==> config.mk <==
export PLATFORM = sky130hd
export DESIGN_NAME = uwf_uart
export DESIGN_NICKNAME = d
export VERILOG_FILES = /design/src/design/uwf_pkg.sv /design/src/design/uwf_fifo_if.sv /design/src/design/uwf_fifo.sv /design/src/design/uwf_uart.sv
export SDC_FILE = /design/constraint.sdc
export NUM_CORES = 1
export LEC_CHECK = 0
export CORE_MARGIN = 1
export CORE_UTILIZATION = 35
export DETAILED_ROUTE_END_ITERATION = 7
export DONT_BUFFER_PORTS = 1
export PLACE_DENSITY = 0.49
export SLEW_MARGIN = 10
export SYNTH_ARGS = -nofsm -noshare
export SYNTH_HDL_FRONTEND = slang
export SYNTH_SLANG_ARGS = --single-unit
==> constraint.sdc <==
create_clock -name ref_clk -period 9.1 [get_ports ref_clk]
set_clock_uncertainty 0.2 [all_clocks]
set_input_delay 1.82 -clock ref_clk [delete_from_list [all_inputs] [get_ports ref_clk]]
set_output_delay 1.82 -clock ref_clk [all_outputs]
set_load 0.02 [all_outputs]
==> src/design/uwf_pkg.sv <==
// Shared constants for the flow-controlled serial transmitter and receiver.
package uwf_pkg;

  // ****************************************************************
  // Clock and bit timing
  // ****************************************************************
  localparam int unsigned CLK_PERIOD_NS = 40;
  localparam int unsigned MIN_BIT_NS    = 1000;
  localparam logic [15:0] MIN_DIV =
    16'((MIN_BIT_NS + CLK_PERIOD_NS - 1) / CLK_PERIOD_NS);
  localparam logic [15:0] DIV_RESET     = 16'h00d9;

  // ****************************************************************
  // Frame layout and buffering
  // ****************************************************************
  localparam int unsigned DATA_BITS     = 8;
  localparam logic [2:0]  LAST_BIT      = 3'h7;
  localparam int unsigned RX_FIFO_DEPTH = 4;
  localparam logic        FLOW_RESET    = 1'h0;
  localparam logic        PARITY_RESET  = 1'h0;

  typedef enum logic [2:0] {
    ST_IDLE, ST_START, ST_DATA, ST_PARITY, ST_STOP
  } uwf_state_t;

endpackage : uwf_pkg

==> src/design/uwf_fifo_if.sv <==
// Valid/ready carrier between the receiver and its buffer.
`timescale 1ns/1ps
interface uwf_fifo_if #(parameter int WIDTH = 8);
  logic             wValid;
  logic             wReady;
  logic [WIDTH-1:0] wData;
  logic             rValid;
  logic             rReady;
  logic [WIDTH-1:0] rData;
  modport src  (output wValid, output wData, input wReady);
  modport fifo (input wValid, input wData, output wReady,
                output rValid, output rData, input rReady);
  modport snk  (input rValid, input rData, output rReady);
endinterface : uwf_fifo_if

==> src/design/uwf_fifo.sv <==
// Small synchronous FIFO with valid and ready on both sides.
`timescale 1ns/1ps
module uwf_fifo
  import uwf_pkg::*;
#(
  parameter int WIDTH = 8,
  parameter int DEPTH = 4
) (
  // Clock and reset
  input  wire logic ref_clk,
  input  wire logic rst_n,
  // Buffer ports
  uwf_fifo_if.fifo  port
);
  localparam int AW = (DEPTH > 1) ? $clog2(DEPTH) : 1;

  logic [WIDTH-1:0] mem [DEPTH];
  logic [AW-1:0]    wrPtr_ff;
  logic [AW-1:0]    rdPtr_ff;
  logic [AW:0]      count_ff;
  logic             doPush;
  logic             doPop;

  assign port.wReady = (count_ff != (AW+1)'(DEPTH));
  assign port.rValid = (count_ff != '0);
  assign port.rData  = mem[rdPtr_ff];
  assign doPush      = port.wValid && port.wReady;
  assign doPop       = port.rValid && port.rReady;

  always_ff @(posedge ref_clk) begin
    if (doPush) begin
      mem[wrPtr_ff] <= port.wData;
    end
  end

  always_ff @(posedge ref_clk) begin
    if (!rst_n) begin
      wrPtr_ff <= '0;
      rdPtr_ff <= '0;
      count_ff <= '0;
    end else begin
      if (doPush) begin
        wrPtr_ff <= (wrPtr_ff == AW'(DEPTH - 1)) ? '0 : wrPtr_ff + 1'b1;
      end
      if (doPop) begin
        rdPtr_ff <= (rdPtr_ff == AW'(DEPTH - 1)) ? '0 : rdPtr_ff + 1'b1;
      end
      if (doPush && !doPop) begin
        count_ff <= count_ff + 1'b1;
      end else if (doPop && !doPush) begin
        count_ff <= count_ff - 1'b1;
      end
    end
  end

endmodule : uwf_fifo

==> src/design/uwf_uart.sv <==
// Serial transmitter and receiver with request/clear-to-send flow control.
// What this block does
// - Programmable bit divider, fastest rate 1 Mbps.
// - Transmit and receive lines, optional RTS/CTS.
// - Flow control selectable, disabled after reset.
// - RTS off whenever reception cannot proceed.
// - Eight data bits, optional even parity, one stop.
// - Reset frame format is eight, none, one.
// - Data bits go least significant first.
`timescale 1ns/1ps
module uwf_uart
  import uwf_pkg::*;
#(
  parameter int FIFO_DEPTH = RX_FIFO_DEPTH
) (
  // Clock and reset
  input  wire logic        ref_clk,
  input  wire logic        rst_n,
  // Configuration; baudDiv, flowEn and parityEn taken while both directions are idle
  input  wire logic [15:0] baudDiv,
  input  wire logic        flowEn,
  input  wire logic        parityEn,
  input  wire logic        powerSave,
  // Transmit byte stream
  input  wire logic [7:0]  txData,
  input  wire logic        txValid,
  output logic             txReady_ff,
  // Receive byte stream
  output logic [7:0]       rxData_ff,
  output logic             rxValid_ff,
  input  wire logic        rxReady,
  output logic             rxParityErr_ff,
  output logic             rxFrameErr_ff,
  output logic             rxOverrun_ff,
  // Serial pins
  output logic             txd_ff,
  input  wire logic        rxd,
  output logic             rtsN_ff,
  input  wire logic        ctsN
);

  // ****************************************************************
  // Configuration and pin synchronisers
  // ****************************************************************
  logic [15:0] div_ff;
  logic        flowEn_ff;
  logic        parityEn_ff;
  logic [2:0]  rxSync_ff;
  logic [2:0]  ctsSync_ff;
  logic        rxLevel_ff;
  logic        ctsOn_ff;
  uwf_state_t  txState_ff;
  uwf_state_t  rxState_ff;

  always_ff @(posedge ref_clk) begin
    if (!rst_n) begin
      div_ff      <= DIV_RESET;
      flowEn_ff   <= FLOW_RESET;
      parityEn_ff <= PARITY_RESET;
    end else if (txState_ff == ST_IDLE && rxState_ff == ST_IDLE) begin
      div_ff      <= (baudDiv < MIN_DIV) ? MIN_DIV : baudDiv;
      flowEn_ff   <= flowEn;
      parityEn_ff <= parityEn;
    end
  end

  // A line level changes only once the second and third stages agree.
  always_ff @(posedge ref_clk) begin
    if (!rst_n) begin
      rxSync_ff  <= 3'h7;
      ctsSync_ff <= 3'h7;
      rxLevel_ff <= 1'h1;
      ctsOn_ff   <= 1'h0;
    end else begin
      rxSync_ff  <= {rxSync_ff[1:0], rxd};
      ctsSync_ff <= {ctsSync_ff[1:0], ctsN};
      if (rxSync_ff[1] == rxSync_ff[2]) begin
        rxLevel_ff <= rxSync_ff[2];
      end
      if (ctsSync_ff[1] == ctsSync_ff[2]) begin
        ctsOn_ff <= !ctsSync_ff[2];
      end
    end
  end

  // ****************************************************************
  // Transmitter
  // ****************************************************************
  logic [15:0] txCnt_ff;
  logic [2:0]  txIdx_ff;
  logic [7:0]  txByte_ff;
  logic        txTick;
  logic        txGo;
  logic        txAccept;

  assign txTick   = (txCnt_ff == div_ff - 16'h0001);
  assign txGo     = !flowEn_ff || ctsOn_ff;
  assign txAccept = txValid && txReady_ff && txGo;

  always_ff @(posedge ref_clk) begin
    if (!rst_n || txState_ff == ST_IDLE || txTick) begin
      txCnt_ff <= '0;
    end else begin
      txCnt_ff <= txCnt_ff + 16'h0001;
    end
  end

  always_ff @(posedge ref_clk) begin
    if (!rst_n) begin
      txState_ff <= ST_IDLE;
      txd_ff     <= 1'h1;
      txIdx_ff   <= '0;
      txByte_ff  <= '0;
      txReady_ff <= 1'h0;
    end else begin
      case (txState_ff)
        ST_IDLE: begin
          txReady_ff <= txGo && !txAccept;
          if (txAccept) begin
            txByte_ff  <= txData;
            txd_ff     <= 1'h0;
            txState_ff <= ST_START;
          end
        end
        ST_START: begin
          if (txTick) begin
            txIdx_ff   <= '0;
            txd_ff     <= txByte_ff[0];
            txState_ff <= ST_DATA;
          end
        end
        ST_DATA: begin
          if (txTick && txIdx_ff == LAST_BIT) begin
            if (parityEn_ff) begin
              txd_ff     <= ^txByte_ff;
              txState_ff <= ST_PARITY;
            end else begin
              txd_ff     <= 1'h1;
              txState_ff <= ST_STOP;
            end
          end else if (txTick) begin
            txIdx_ff <= txIdx_ff + 3'h1;
            txd_ff   <= txByte_ff[txIdx_ff + 3'h1];
          end
        end
        ST_PARITY: begin
          if (txTick) begin
            txd_ff     <= 1'h1;
            txState_ff <= ST_STOP;
          end
        end
        default: begin
          if (txTick) begin
            txState_ff <= ST_IDLE;
            txReady_ff <= txGo;
          end
        end
      endcase
    end
  end

  // ****************************************************************
  // Receiver
  // ****************************************************************
  uwf_fifo_if #(.WIDTH(DATA_BITS)) rxq ();

  logic [15:0] rxCnt_ff;
  logic [2:0]  rxIdx_ff;
  logic [7:0]  rxByte_ff;
  logic        rxParOk_ff;
  logic        rxPush_ff;
  logic        rxTick;
  logic        rxHalf;

  assign rxTick = (rxCnt_ff == div_ff - 16'h0001);
  assign rxHalf = (rxCnt_ff == {1'b0, div_ff[15:1]});

  always_ff @(posedge ref_clk) begin
    if (!rst_n || rxState_ff == ST_IDLE || rxTick
        || (rxState_ff == ST_START && rxHalf)) begin
      rxCnt_ff <= '0;
    end else begin
      rxCnt_ff <= rxCnt_ff + 16'h0001;
    end
  end

  always_ff @(posedge ref_clk) begin
    if (!rst_n) begin
      rxState_ff     <= ST_IDLE;
      rxIdx_ff       <= '0;
      rxByte_ff      <= '0;
      rxParOk_ff     <= 1'h1;
      rxPush_ff      <= 1'h0;
      rxParityErr_ff <= 1'h0;
      rxFrameErr_ff  <= 1'h0;
      rxOverrun_ff   <= 1'h0;
    end else begin
      rxPush_ff      <= 1'h0;
      rxParityErr_ff <= 1'h0;
      rxFrameErr_ff  <= 1'h0;
      rxOverrun_ff   <= 1'h0;
      case (rxState_ff)
        ST_IDLE: begin
          if (!rxLevel_ff) begin
            rxState_ff <= ST_START;
          end
        end
        ST_START: begin
          if (rxHalf) begin
            rxIdx_ff   <= '0;
            rxParOk_ff <= 1'h1;
            rxState_ff <= rxLevel_ff ? ST_IDLE : ST_DATA;
          end
        end
        ST_DATA: begin
          if (rxTick) begin
            rxByte_ff[rxIdx_ff] <= rxLevel_ff;
            rxIdx_ff            <= rxIdx_ff + 3'h1;
            if (rxIdx_ff == LAST_BIT) begin
              rxState_ff <= parityEn_ff ? ST_PARITY : ST_STOP;
            end
          end
        end
        ST_PARITY: begin
          if (rxTick) begin
            rxParOk_ff <= (^rxByte_ff) == rxLevel_ff;
            rxState_ff <= ST_STOP;
          end
        end
        default: begin
          if (rxTick) begin
            rxState_ff     <= ST_IDLE;
            rxFrameErr_ff  <= !rxLevel_ff;
            rxParityErr_ff <= !rxParOk_ff;
            rxOverrun_ff   <= rxLevel_ff && rxParOk_ff && !rxq.wReady;
            rxPush_ff      <= rxLevel_ff && rxParOk_ff && rxq.wReady;
          end
        end
      endcase
    end
  end

  assign rxq.wValid = rxPush_ff;
  assign rxq.wData  = rxByte_ff;

  uwf_fifo #(.WIDTH(DATA_BITS), .DEPTH(FIFO_DEPTH)) u_rxFifo (
    .ref_clk (ref_clk),
    .rst_n   (rst_n),
    .port    (rxq)
  );

  assign rxq.rReady = !rxValid_ff || rxReady;

  always_ff @(posedge ref_clk) begin
    if (!rst_n) begin
      rxValid_ff <= 1'h0;
      rxData_ff  <= '0;
    end else if (rxq.rReady) begin
      rxValid_ff <= rxq.rValid;
      rxData_ff  <= rxq.rData;
    end
  end

  // RTS is low (on) only while a byte can be stored and not power saving.
  always_ff @(posedge ref_clk) begin
    if (!rst_n) begin
      rtsN_ff <= 1'h1;
    end else begin
      rtsN_ff <= powerSave || !rxq.wReady || rxPush_ff;
    end
  end
endmodule : uwf_uart

# --- After elaboration in Yosys (flattened, before gate mapping) ---
# Memory sizes are Yosys's and may differ from the RTL's. A register that Yosys moved wholly into a read port is not among the register bits.
# Index checks and enable logic that the tools add are counted.
totals:
  reg_bits: 102
  ram_bits: 32
  inputBits: 33
  out_inout_bits: 15
  elab_cells: 176
  n_memories: 1
memory_table:
  columns: ["name", "depth", "width", "rd", "rd_ports_with_merged_regs", "wr", "line", "rtl"]
  rows:
  - ["u_rxFifo.mem", 4, 8, 1, 1, 1, "uwf_fifo.sv:17", "logic [WIDTH-1:0] mem [DEPTH];"]
op_classes:
  addsub: 9
  magnitude_cmp: 4
  eq_ne: 29
  n_mux: 45
  bitwise_logic: 3
  reduce_logical: 58
op_table:
  columns: ["op", "count"]
  rows:
  - ["two-way mux 3 bit", 18]
  - ["adder 16 x 1 -> 16 bit, second input constant", 2]
  - ["equality test 16 bit", 2]
  - ["one-hot mux 3 bit (4 select lines)", 2]
  - ["!= test 2 bit, second input constant", 11]
  - ["equality test 16 x 15 -> 1 bit", 1]
  - ["< comparator 16 x 5 -> 1 bit, second input constant", 1]
  - ["two-way mux 16 bit", 1]
  - ["parity 8 bit", 2]
  - ["subtractor 16 x 1 -> 16 bit, second input constant", 1]
  - ["logical AND 1 bit", 14]
  - ["two-way mux 1 bit", 13]
  - ["equality test 3 x 2 -> 1 bit, second input constant", 4]
  - ["one-hot mux 3 bit (2 select lines)", 2]
  - ["zero test 1 bit", 11]
  - ["AND reduction 5 bit", 2]
  - ["nonzero test 2 bit", 5]
  - ["adder 3 x 1 -> 3 bit, second input constant", 3]
  - ["logical OR 1 bit", 9]
  - ["nonzero test 3 bit", 3]
  - ["bitwise mux 8 bit", 1]
  - ["< comparator 3 x 4 -> 1 bit, second input constant", 2]
  - ["equality test 3 x 1 -> 1 bit, second input constant", 2]
  - ["equality test 3 bit, second input constant", 2]
  - ["20 further kinds", 34]

# --- Longest topological paths before layout ---
# Gate-level depths: netlist (run 1).
depth:
  depth_word: 6
  mapped_depth: 13

# --- Modules after synthesis ---
# Synthesis (run 1) repeated with hierarchy kept, for this count alone.
unflattened:
  hier_cells: 825
  area_unflattened_um2: 7558.5
modules_own_cells:
  columns: ["module", "n_inst", "cells_each", "area_per_inst_um2", "seq_area_each_um2"]
  rows:
  - ["uwf_uart", 1, 732, 5923.2, 2062.0]
  - ["uwf_fifo", 1, 93, 1635.3, 1141.1]

# --- Worst setup path after synthesis (run 1) ---
# OpenSTA, ideal clock, no wires.
synth_timing:
  path_type: "input to register"
  startpoint: "input port rxReady"
  endpoint: "register u_rxFifo.count_ff[2]"
  setup_ns: 0.076
  arrival_time_ns: 3.505
  required_time_ns: 8.824
  setup_slack_ns: 5.320
  stages: 10
  n_path_buf: 1
  path_cell_list: "nor2b_1 clkbuf_1 nor2_1 inv_1 ha_1 inv_1 fa_1 xor2_1 or3_1 a21boi_0"
synth_between:
  elab_chain_len: 5
synth_rtl:
  columns: ["item", "line", "rtl"]
  rows:
  - ["start, declared", "uwf_uart.sv:31", "input wire logic rxReady,"]
  - ["logical OR 1 bit (*)", "uwf_uart.sv:252", "assign rxq.rReady = !rxValid_ff || rxReady;"]
  - ["logical AND 1 bit (*)", "uwf_fifo.sv:28", "assign doPop = port.rValid && port.rReady;"]
  - ["zero test 1 bit", "uwf_fifo.sv:48", "if (doPush && !doPop) begin"]
  - ["logical AND 1 bit", "uwf_fifo.sv:48", null]
  - ["two-way mux 3 bit or nonzero test 2 bit (tied branches)", null, null]
  - ["end signal, assigned", "uwf_fifo.sv:49", "count_ff <= count_ff + 1'b1;"]
  - ["end signal, assigned", "uwf_fifo.sv:51", "count_ff <= count_ff - 1'b1;"]
  - ["end, declared", "uwf_fifo.sv:20", "logic [AW:0] count_ff;"]
# Every way passes the cells marked *; elsewhere a longest branch is shown, timed or not.
# A chain may end at the register's enable or synchronous reset.

# --- Final worst setup path (run 1) ---
layout_timing:
  startpoint: "register div_ff[0]"
  endpoint: "register rxCnt_ff[14]"
layout_between:
  elab_chain_len: 4
layout_rtl:
  columns: ["item", "line", "rtl"]
  rows:
  - ["start, declared", "uwf_uart.sv:45", "logic [15:0] div_ff;"]
  - ["start signal, assigned", "uwf_uart.sv:61", "div_ff <= (baudDiv < MIN_DIV) ? MIN_DIV : baudDiv;"]
  - ["subtractor 16 x 1 -> 16 bit", "uwf_uart.sv:175", "assign rxTick = (rxCnt_ff == div_ff - 16'h0001);"]
  - ["equality test 16 bit", "uwf_uart.sv:175", null]
  - ["logical OR 1 bit", "uwf_uart.sv:179", "if (!rst_n || rxState_ff == ST_IDLE || rxTick"]
  - ["logical OR 1 bit", "uwf_uart.sv:180", "|| (rxState_ff == ST_START && rxHalf)) begin"]
  - ["end signal, assigned", "uwf_uart.sv:183", "rxCnt_ff <= rxCnt_ff + 16'h0001;"]
  - ["end, declared", "uwf_uart.sv:167", "logic [15:0] rxCnt_ff;"]
# Every way passes these cells.

==> metrics.md, run 1 <==
| Metric | Value |
|---|---|
| Status | finished, final reports clean |
| GR Util All Layers | 16.6% |
| Clk Tree Root Cell | clkbuf_16 |
| Total Die Area | roughly 22000 sq um |
| Placer congestion estimate | around 0.82 |
| Worst Path Max Fanout | 16 |
| Buffers added on ports | 0 |
| PD cells | about 210 nW/um^2 |
| Antenna Cells | 0 |
| Initial Utilization | 35.6% |
| TritonCTS Sinks | 142 |
| Antenna violations before repair | 0 |
| Sequential power share | between 40% and 50% |
| 1st-iter DRT viols | about 320 |
| Post-Synthesis Cells | ~800 |
| Async set-or-reset flop fraction in the synthesized netlist | 0% |
| Ratio of cells with drive above 1 in the final layout | 7.51% |
| Global-route wire length before repair | between 20000 and 30000 microns |
| Peak VDD IR | 0.120 mV |
| Area growth from synthesis to layout | 9.88% |
| Most frequent cells in the layout | dfxtp_1, nand2_1, xnor2_1, nor2_1, edfxtp_1 |
| EDFF count, synth | 32 |
| Post-cts resize count | 0 |
| Final setup fails | 0 |
| Num ports | between 40 and 50 |
| Reg clk slew, reported paths | around 0.07 ns |
| HP Class | reg2reg |
| Global route total overflow | 0 |
| Relative slew margins | 23.1% |
| DRC | 0 |
| Startpoint Class | register |
| Max cap viols | 0 |
| Drt first pass iters | 5 |
| Hpwl dp | ~13000 microns |
| Clock power share | between 40% and 50% |
| TritonCTS Buffers | 17 |
| Library cells used by synthesis | 64 |
| Core Util, Final | between 30% and 40% |
| Die height | ~150 microns |
| CTS tree | done |
| Drt wl/cell | about 17 microns |
| Period utilisation layout | slightly below 50% |
| Sequential share of the synthesized area | between 40 and 50% |
| Final hold violations | 0 |
| Final Slew Violations | 0 |
| Critical Path RT | 9.17 ns |
| Switch Pwr | 513 uW |
| Die Wd | around 150 microns |
| FF+latch count, synth | 142 |
| Detail Route Antenna Nets | 0 |
| Clock Path Buffers | 2 |
| Logic pwr share | between 10 and 15% |
| Setup TNS | 0 ns |
| Crit Path Class | reg2reg |
| Commonest non-fill, non-tap cell in the layout | dfxtp_1 |
| Clk Latency, worst-skew pair | between 0.4 and 0.5 ns |
| Vias | approximately 5500 |
| Row cnt | 53 |
| Hold-fix buffers, CTS | 0 |
| Leakage | roughly 2.9 nW |
| H-tree levels | 4 |
| Max Clk Rate | 227 MHz |
| Pint | ~1.2 mW |
| Post-CTS setup buffer count | 0 |
| Via-to-Cell Ratio | 5.28 |
| Worst-margin pin slew | roughly 1.1 ns |
| Period minus WS final | 4.40 ns |
| Final wirelength | between 15000 and 20000 microns |
| Post-Syn Area | around 7500 sq um |
| Largest net degree at the start of global routing | 85 |
| Switching share of power | 29.4% |
| Ys Warns | 0 |
| Mean post-synth cell area | ~9.4 sq um |
| Ys flop type | dfxtp_1 |
| Critical path arrival | between 4 and 5 ns |
| Post-Syn Nets | between 800 and 900 |
| Floorplan core area | 21000 sq um |
| CP endpoint kind | register |
| RSZ-0062 raised after global routing | no |
| Number of global-route vias before repair | about 5500 |
| Nets@finish | between 800 and 900 |
[synthesized netlist by cell type (6+ instances only)]
| master | n | area (sq um) |
|---|---|---|
| a21oi_1 | 12 | 60.1 |
| mux2i_1 | 23 | 230 |
| nand4_1 | 28 | 175 |
| a21boi_0 | 28 | 210 |
| xor2_1 | 28 | 245 |
| xnor2_1 | 70 | 613 |
| nand3b_1 | 7 | 52.6 |
| and2_1 | 6 | 37.5 |
| ha_1 | 13 | 163 |
| nand2b_1 | 13 | 81.3 |
| nor2b_1 | 23 | 144 |
| nor3b_1 | 7 | 52.6 |
| edfxtp_1 | 32 | 961 |
| clkbuf_1 | 43 | 161 |
| o21ai_0 | 14 | 70.1 |
| nor4_1 | 10 | 62.6 |
| nor3_1 | 16 | 80.1 |
| inv_1 | 16 | 60.1 |
| mux4_2 | 10 | 225 |
| and3_1 | 18 | 113 |
| buf_2 | 8 | 40.0 |
| nor2_1 | 59 | 221 |
| nand3_1 | 25 | 125 |
| dfxtp_1 | 110 | 2200 |
| nand2_1 | 96 | 360 |
[layer usage]
metal	global-route usage (%)	share of wire [%]	wire length, microns	vias to the layer above
met2	25.5	44	7700	118
met4	5.82	2.1	364	0
met3	3.53	4.3	745	26
met5	0	0	0	-
met1	22.8	49	8610	2652
li1	-	-	-	2737
[layout make-up]
| cell class | instances | area, sq um |
|---|---|---|
| multi-input combinational | 582 | 4020 |
| clock buffer | 17 | 425 |
| fill | 2080 | 12800 |
| clock inverter | 15 | 211 |
| tap | 275 | 344 |
| sequential | 142 | 3160 |
| inverter | 16 | 60.1 |
[sequential cells by signal (all words and copies together), names as in the netlist, 2 cells and up]
name / flops
ctsSync_ff: 3
div_ff: 16
rxByte_ff: 8
rxCnt_ff: 16
rxData_ff: 8
rxIdx_ff: 3
rxState_ff: 3
rxSync_ff: 3
txByte_ff: 8
txCnt_ff: 16
txIdx_ff: 3
txState_ff: 3
u_rxFifo.count_ff: 3
u_rxFifo.mem: 32
u_rxFifo.rdPtr_ff: 2
u_rxFifo.wrPtr_ff: 2
[power by group through the flow]
stage | clock network, mW | logic [mW] | registers (mW)
2_1_floorplan | 0 | 0.211 | 0.748
3_3_place_gp | 0 | 0.209 | 0.794
3_5_place_dp | 0 | 0.211 | 0.795
4_1_cts | 0.772 | 0.213 | 0.781
5_1_grt | 0.797 | 0.238 | 0.790
6_report | 0.754 | 0.211 | 0.780
[cells by family (layout without fill, tap and decap cells)]
kind of cell             after synthesis  in the layout  synth area share (%)
XOR/XNOR                             100            100                  12.1
flip-flops                           142            142                  42.3
AO/OA/AOI/OAI                         97             97                  9.36
multiplexers                          34             34                  6.24
buffers and inverters                 75             48                  4.11
adder cells (fa/ha/maj)               14             14                  2.44
AND/OR/NAND/NOR                      337            337                  23.5
[worst max-delay path: stages, from the launching register on]
cell	delay, ns
dfxtp_1	0.39
inv_1	0.09
ha_1	0.19
nor3b_2	0.73
nor2_1	0.11
a2111oi_0	0.59
nand4_1	0.21
nor4_2	0.99
or3_1	0.61
nor2_1	0.12
[worst paths after layout]
check,end,slack [ns],from,depth (start not counted)
worst min-delay path,rxSync_ff[1],0.22,rxSync_ff[0],1
worst max register to register,rxCnt_ff[14],4.70,div_ff[0],9
worst min register to register,rxSync_ff[1],0.22,rxSync_ff[0],1
worst max-delay path,rxCnt_ff[14],4.70,div_ff[0],9
[through the flow]
step | cells | total power [mW] | hold slack [ns] | area (sq um) | setup slack [ns]
floorplan | 799 | 0.959 | 0.186 | 7480 | 5.32
global placement | 1015 | 1.00 | 0.192 | 7580 | 4.85
detailed placement | 1015 | 1.01 | 0.206 | 7580 | 4.70
CTS | 1047 | 1.77 | 0.224 | 8220 | 4.71
global route | 1047 | 1.82 | 0.237 | 8220 | 4.28
finish | 1047 | 1.75 | 0.220 | 8220 | 4.70
No activity file was read; power rests on OpenSTA's default activity.
==> run 2: changes to the inputs <==
- PLACE_DENSITY: 0.49 -> 0.51
- clock period: 9.1 -> 3.8 ns (I/O delays scaled with it)
==> run 2 against run 1 <==
  * Die area unchanged
  * Sequential cell count did not move
  * Maximum frequency rose by 25%
  * Via count rose by 2.4%
  * Sequential power up 140%
  * Wire length about the same
  * Utilization rose by 0.73 points
  * Design area up 1.9%
  * Final cell count up 2.2%
  * Critical path depth is 2 lower
  * Total power rose by 140%
  * Critical path type unchanged
==> metrics.md, run 2 (same netlist as run 1, synthesis figures left out) <==
| Metric | Value |
|---|---|
| Status | finished, final reports clean |
| Most frequent cells in the layout | dfxtp_1, nand2_1, xnor2_1, nor2_1, edfxtp_1 |
| GR Util All Layers | 16.9% (+0.29 points) |
| Post-cts resize count | 0 (unchanged) |
| Period minus WS final | 3.51 ns (-0.889 ns) |
| Floorplan core area | 21000 sq um (unchanged) |
| Number of global-route vias before repair | 5730 (+5.0%) |
| Hold EP | div_ff[3] |
| Largest Register | u_rxFifo.mem |
| Clk Latency, worst-skew pair | 0.43 ns (about the same) |
| Final setup fails | 0 (unchanged) |
| Antenna Cells | 0 (unchanged) |
| Global-route wire length before repair | 28900 microns (+1.5%) |
| Worst reg2reg path depth | 7 (-2) |
| Setup TNS | 0 ns (unchanged) |
| Relative slew margins | 35.9% (+13 points) |
| RSZ-0062 raised after global routing | no |
| Vias | 5668 (+2.4%) |
| Drt wl/cell | 16.3 microns (-2.2%) |
| Placement Cell Area | 7760 sq um (+2.3%) |
| Final Slew Violations | 0 (unchanged) |
| TritonCTS Sinks | 142 (unchanged) |
| Leakage | 2.98 nW (+3.6%) |
| Via-to-Cell Ratio | 5.30 (+0.24%) |
| Initial Utilization | 35.6% (unchanged) |
| Critical path arrival | 3.60 ns (-0.87 ns) |
| Area growth from synthesis to layout | 11.9% |
| Placer congestion estimate | 0.838 (+1.8%) |
| FF-to-FF Start | div_ff[11] |
| Clk Tree Root Cell | clkbuf_16 |
| Worst-margin pin slew | 0.953 ns (-0.190 ns) |
| Largest net degree at the start of global routing | 85 (unchanged) |
| Max FFs per register | 32 (unchanged) |
| Reg2reg setup slack | 0.29 ns (-4.41 ns) |
| CP max-delay cell | nor4_1 |
| Hold wc startpoint | rst_n |
| Die height | 148 microns (unchanged) |
| Commonest non-fill, non-tap cell in the layout | dfxtp_1 |
| Worst Path Max Fanout | 5 (-11) |
| H-tree levels | 4 (unchanged) |
| Post-CTS setup buffer count | 0 (unchanged) |
| DRC | 0 (unchanged) |
| Global route total overflow | 0 (unchanged) |
| Buffers added on ports | 0 (unchanged) |
| Total Die Area | 22000 sq um (unchanged) |
| Hold depth | 1 (unchanged) |
| R2R Path End | rxByte_ff[6] |
| Nets@finish | 829 (+2.9%) |
| Worst path cell trace | nor4_1, and4b_1, xnor2_1, nand4_1, or4_1, or4_4, mux2i_1 |
| Final wirelength | 17400 microns (about the same) |
| Peak VDD IR | 0.266 mV (+120%) |
| Hold-fix buffers, CTS | 0 (unchanged) |
| Final hold violations | 0 (unchanged) |
| Max cap viols | 0 (unchanged) |
| Startpoint Class | register |
| Buf+Inv Stages, Crit Path | 0 (-1) |
| Critical path's top delay family | simple AND/OR/NAND/NOR gates |
| Max Clk Rate | 285 MHz (+25%) |
| Drt first pass iters | 4 (-1) |
| Period utilisation layout | 92.4% (+44 points) |
| Row cnt | 53 (unchanged) |
| Final Instance Area | 8370 sq um (+1.9%) |
| Critical Path RT | 3.89 ns (-5.28 ns) |
| Crit Path Class | reg2reg |
| Hpwl dp | 13000 microns (+1.7%) |
| Reg clk slew, reported paths | 0.06 ns (about the same) |
| CP max stage delay | 0.76 ns (-0.23 ns) |
| CP endpoint kind | register |
| Num ports | 48 (unchanged) |
| PD cells | 495 nW/um^2 (+130%) |
| Die Wd | 148 microns (unchanged) |
| Ratio of cells with drive above 1 in the final layout | 10.2% (+2.7 points) |
| HP Class | in2reg |
| TritonCTS Buffers | 17 (unchanged) |
| Clock Path Buffers | 2 (unchanged) |
| Detail Route Antenna Nets | 0 (unchanged) |
| 1st-iter DRT viols | 356 (+12%) |
| Antenna violations before repair | 1 (+1) |
| CTS tree | done |
-- run 2: cell count changes in the layout (fill, tap and decap cells not counted) --
| cell | previous run | this run |
|---|---|---|
| buf_4 | 0 | 23 |
| bufinv_16 | 3 | 2 |
| clkinv_4 | 1 | 3 |
| clkinvlp_4 | 1 | 0 |
-- run 2: cell type report --
| class | count | area (sq um) |
|---|---|---|
| tap | 275 | 344 |
| clock inverter | 15 | 191 |
| fill | 2068 | 12600 |
| multi-input combinational | 582 | 4020 |
| sequential | 142 | 3160 |
| timing repair buffer | 23 | 173 |
| clock buffer | 17 | 425 |
| inverter | 16 | 60.1 |
-- run 2: per-stage QoR --
stage	utilization, %	hold WS, ns	power (mW)	setup slack (ns)	instances
floorplan	-	0.186	2.30	0.457	799
global placement	36.9	0.195	2.43	0.356	1038
detailed placement	36.9	0.194	2.45	0.375	1038
CTS	39.8	0.181	4.20	0.333	1070
global route	39.8	0.179	4.35	0.0918	1070
finish	39.8	0.195	4.15	0.289	1070
-- run 2: where the power goes --
| part | switching (mW) | internal [mW] | leakage [nW] | total, mW |
|---|---|---|---|---|
| clock | 0.733 | 1.00 | 0.304 | 1.74 |
| sequential | 0.212 | 1.64 | 1.26 | 1.85 |
| combinational | 0.292 | 0.270 | 1.41 | 0.562 |
-- run 2: worst max path at each step --
stage / start / end / cells after the start
CTS: div_ff[11] / rxByte_ff[6] / 7
global placement: div_ff[11] / rxByte_ff[6] / 7
finish: div_ff[11] / rxByte_ff[6] / 7
detailed placement: div_ff[11] / rxByte_ff[6] / 7
global route: div_ff[11] / rxByte_ff[6] / 7
floorplan: div_ff[0] / rxByte_ff[6] / 12
-- run 2: worst reg2reg max path, delay by kind of cell, from the launching register on --
kind / cells / cell delay [ns]
flops: 1 / 0.40
mux: 1 / 0.14
xor+xnor: 1 / 0.18
simple gates: 5 / 2.45
-- run 2: metal layers --
metal  vias up  share of wire (%)  global-route usage [%]
li1       2773                  -                       -
met1      2709                 43                    20.1
met2       149                 48                    28.3
met3        37                6.0                    5.06
met4         0                2.3                    6.80
met5         -                  0                       0
==> run 3: changes to the inputs <==
- CELL_PAD_IN_SITES_DETAIL_PLACEMENT: not set -> 1
- CELL_PAD_IN_SITES_GLOBAL_PLACEMENT: not set -> 1
- PLACE_DENSITY: 0.51 -> 0.62
- RECOVER_POWER: not set -> 100
- SKIP_CTS_REPAIR_TIMING: not set -> 1
==> run 3 against run 2 <==
  * Utilization decreased by 0.24 points
  * Global-route usage increased by 1.9 points
  * Final cell count decreased by 0.37%
  * Setup slack got worse by 0.059 ns
  * First-iteration DRC count decreased by 6.2%
  * Critical endpoint unchanged
  * Sequential power about the same
  * Die area unchanged
  * Maximum frequency decreased by 1.7%
  * Non-clock buffer count decreased by 4
  * Register-to-register slack got worse by 0.06 ns
  * Via count increased by 1.9%
==> metrics.md, run 3 (same netlist as run 1, synthesis figures left out) <==
| Metric | Value |
|---|---|
| Initial Utilization | 35.6% (unchanged) |
| DRC | 0 (unchanged) |
| Worst path cell trace | buf_4, nor3_1, nor3b_1, nor4_1, nand4_1, or4_1, or4_1, mux2i_1 |
| Vias | 5778 (+1.9%) |
| Worst setup margin | 0.230 ns (-0.0590 ns) |
| Ratio of cells with drive above 1 in the final layout | 8.85% (-1.3 points) |
| Buffers added on ports | 0 (unchanged) |
| CTS tree | done |
| CP max-delay cell | or4_1 |
| Max cap viols | 0 (unchanged) |
| Max FFs per register | 32 (unchanged) |
| Placer congestion estimate | 0.899 (+7.3%) |
| Leakage | 2.94 nW (-1.0%) |
| Die Wd | 148 microns (unchanged) |
| Clk Tree Root Cell | clkbuf_16 |
| Via-to-Cell Ratio | 5.42 (+2.3%) |
| Reg clk slew, reported paths | 0.07 ns (about the same) |
| Nets@finish | 825 (-0.48%) |
| Final wirelength | 19600 microns (+12%) |
| Floorplan core area | 21000 sq um (unchanged) |
| Hpwl dp | 14300 microns (+10%) |
| Num ports | 48 (unchanged) |
| Drt wl/cell | 18.4 microns (+13%) |
| Global-route wire length before repair | 32000 microns (+11%) |
| FILL cells | 2376 (+15%) |
| Total Power | 4.19 mW (+1.0%) |
| Global route total overflow | 0 (unchanged) |
| Crit Path Class | reg2reg |
| Relative slew margins | 39.0% (+3.1 points) |
| Most numerous cell on the critical path | or4_1 |
| Dpl cells | 1034 (-0.39%) |
| Antenna Cells | 0 (unchanged) |
| Final hold violations | 0 (unchanged) |
| Total Die Area | 22000 sq um (unchanged) |
| PD cells | 503 nW/um^2 (+1.6%) |
| Commonest non-fill, non-tap cell in the layout | dfxtp_1 |
| Startpoint Class | register |
| HP Class | in2reg |
| Max Clk Rate | 280 MHz (-1.7%) |
| Clock Path Buffers | 2 (unchanged) |
| Most frequent cells in the layout | dfxtp_1, nand2_1, xnor2_1, nor2_1, edfxtp_1 |
| Fin cells | 1066 (-0.37%) |
| Critical path's top delay family | simple AND/OR/NAND/NOR gates |
| Status | finished, final reports clean |
| Number of global-route vias before repair | 6135 (+7.1%) |
| Drt first pass iters | 5 (+1) |
| Place WS | 0.227 ns (-0.148 ns) |
| Worst-margin pin slew | 0.907 ns (-0.0459 ns) |
| Detail Route Antenna Nets | 0 (unchanged) |
| CP max stage delay | 0.60 ns (-0.16 ns) |
| Final Slew Violations | 0 (unchanged) |
| Largest Register | u_rxFifo.mem |
| 1st-iter DRT viols | 334 (-6.2%) |
| Buf+Inv Stages, Crit Path | 1 (+1) |
| Peak VDD IR | 0.312 mV (+17%) |
| Largest net degree at the start of global routing | 85 (unchanged) |
| Critical Path RT | 3.89 ns (about the same) |
| Setup TNS | 0 ns (unchanged) |
| Critical path arrival | 3.66 ns (+0.06 ns) |
| TritonCTS Buffers | 17 (unchanged) |
| Period minus WS final | 3.57 ns (+0.0590 ns) |
| Antenna violations before repair | 0 (-1) |
| Worst Path Max Fanout | 6 (+1) |
| Clk Latency, worst-skew pair | 0.43 ns (about the same) |
| RSZ-0062 raised after global routing | no |
| GR Util All Layers | 18.8% (+1.9 points) |
| Row cnt | 53 (unchanged) |
| CP endpoint kind | register |
| H-tree levels | 4 (unchanged) |
| Area growth from synthesis to layout | 11.3% |
| Period utilisation layout | 94.0% (+1.6 points) |
| TritonCTS Sinks | 142 (unchanged) |
| Final setup fails | 0 (unchanged) |
| Die height | 148 microns (unchanged) |
## run 3: cell types whose count changed in the layout (fill, tap and decap cells not counted), moves of 2 or more
cell,before,now
buf_4,23,14
and2_0,0,4
clkinv_4,3,0
nor4_1,9,11
and2_1,6,2
clkbuf_1,0,4
nor4_2,4,2
## run 3: worst reg2reg max path, delay by kind of cell, from the launching register on
family,cells,cell delay (ns)
DFF,1,0.31
and+or+nand+nor,6,2.63
buffers and inverters,1,0.16
muxes,1,0.14
## run 3: worst paths after layout
path	to	slack, ns	start	depth (start not counted)
max	rxByte_ff[6]	0.23	div_ff[0]	8
min	div_ff[3]	0.21	rst_n	1
max reg2reg	rxByte_ff[6]	0.23	div_ff[0]	8
min reg2reg	rxSync_ff[1]	0.22	rxSync_ff[0]	1
## run 3: report_power, final
group	total, mW	leakage (nW)	internal, mW	switching (mW)
Sequential	1.85	1.26	1.64	0.216
Clock	1.77	0.309	1.03	0.747
Combinational	0.563	1.38	0.261	0.303
## run 3: stage by stage
stage	utilization, %	hold WS (ns)	instance area (sq um)
floorplan	-	0.186	7480
global placement	36.8	0.202	7730
detailed placement	36.8	0.201	7730
CTS	39.7	0.182	8350
global route	39.6	0.181	8320
finish	39.6	0.207	8320
## run 3: routing by layer
| layer | part of all wire [%] | global-route usage [%] |
|---|---|---|
| met1 | 47 | 24.1 |
| met2 | 48 | 31.5 |
| met3 | 3.7 | 3.93 |
| met4 | 1.3 | 6.03 |
| met5 | 0 | 0 |
## run 3: final cells by class
| class | count | area, sq um | share of cell area (%) |
|---|---|---|---|
| Multi-Input combinational cell | 582 | 4010 | 48.1 |
| Clock buffer | 18 | 439 | 5.28 |
| Timing Repair Buffer | 19 | 125 | 1.50 |
| Inverter | 16 | 60.1 | 0.721 |
| Tap cell | 275 | 344 | 4.13 |
| Sequential cell | 142 | 3160 | 38.0 |
| Clock inverter | 14 | 185 | 2.22 |
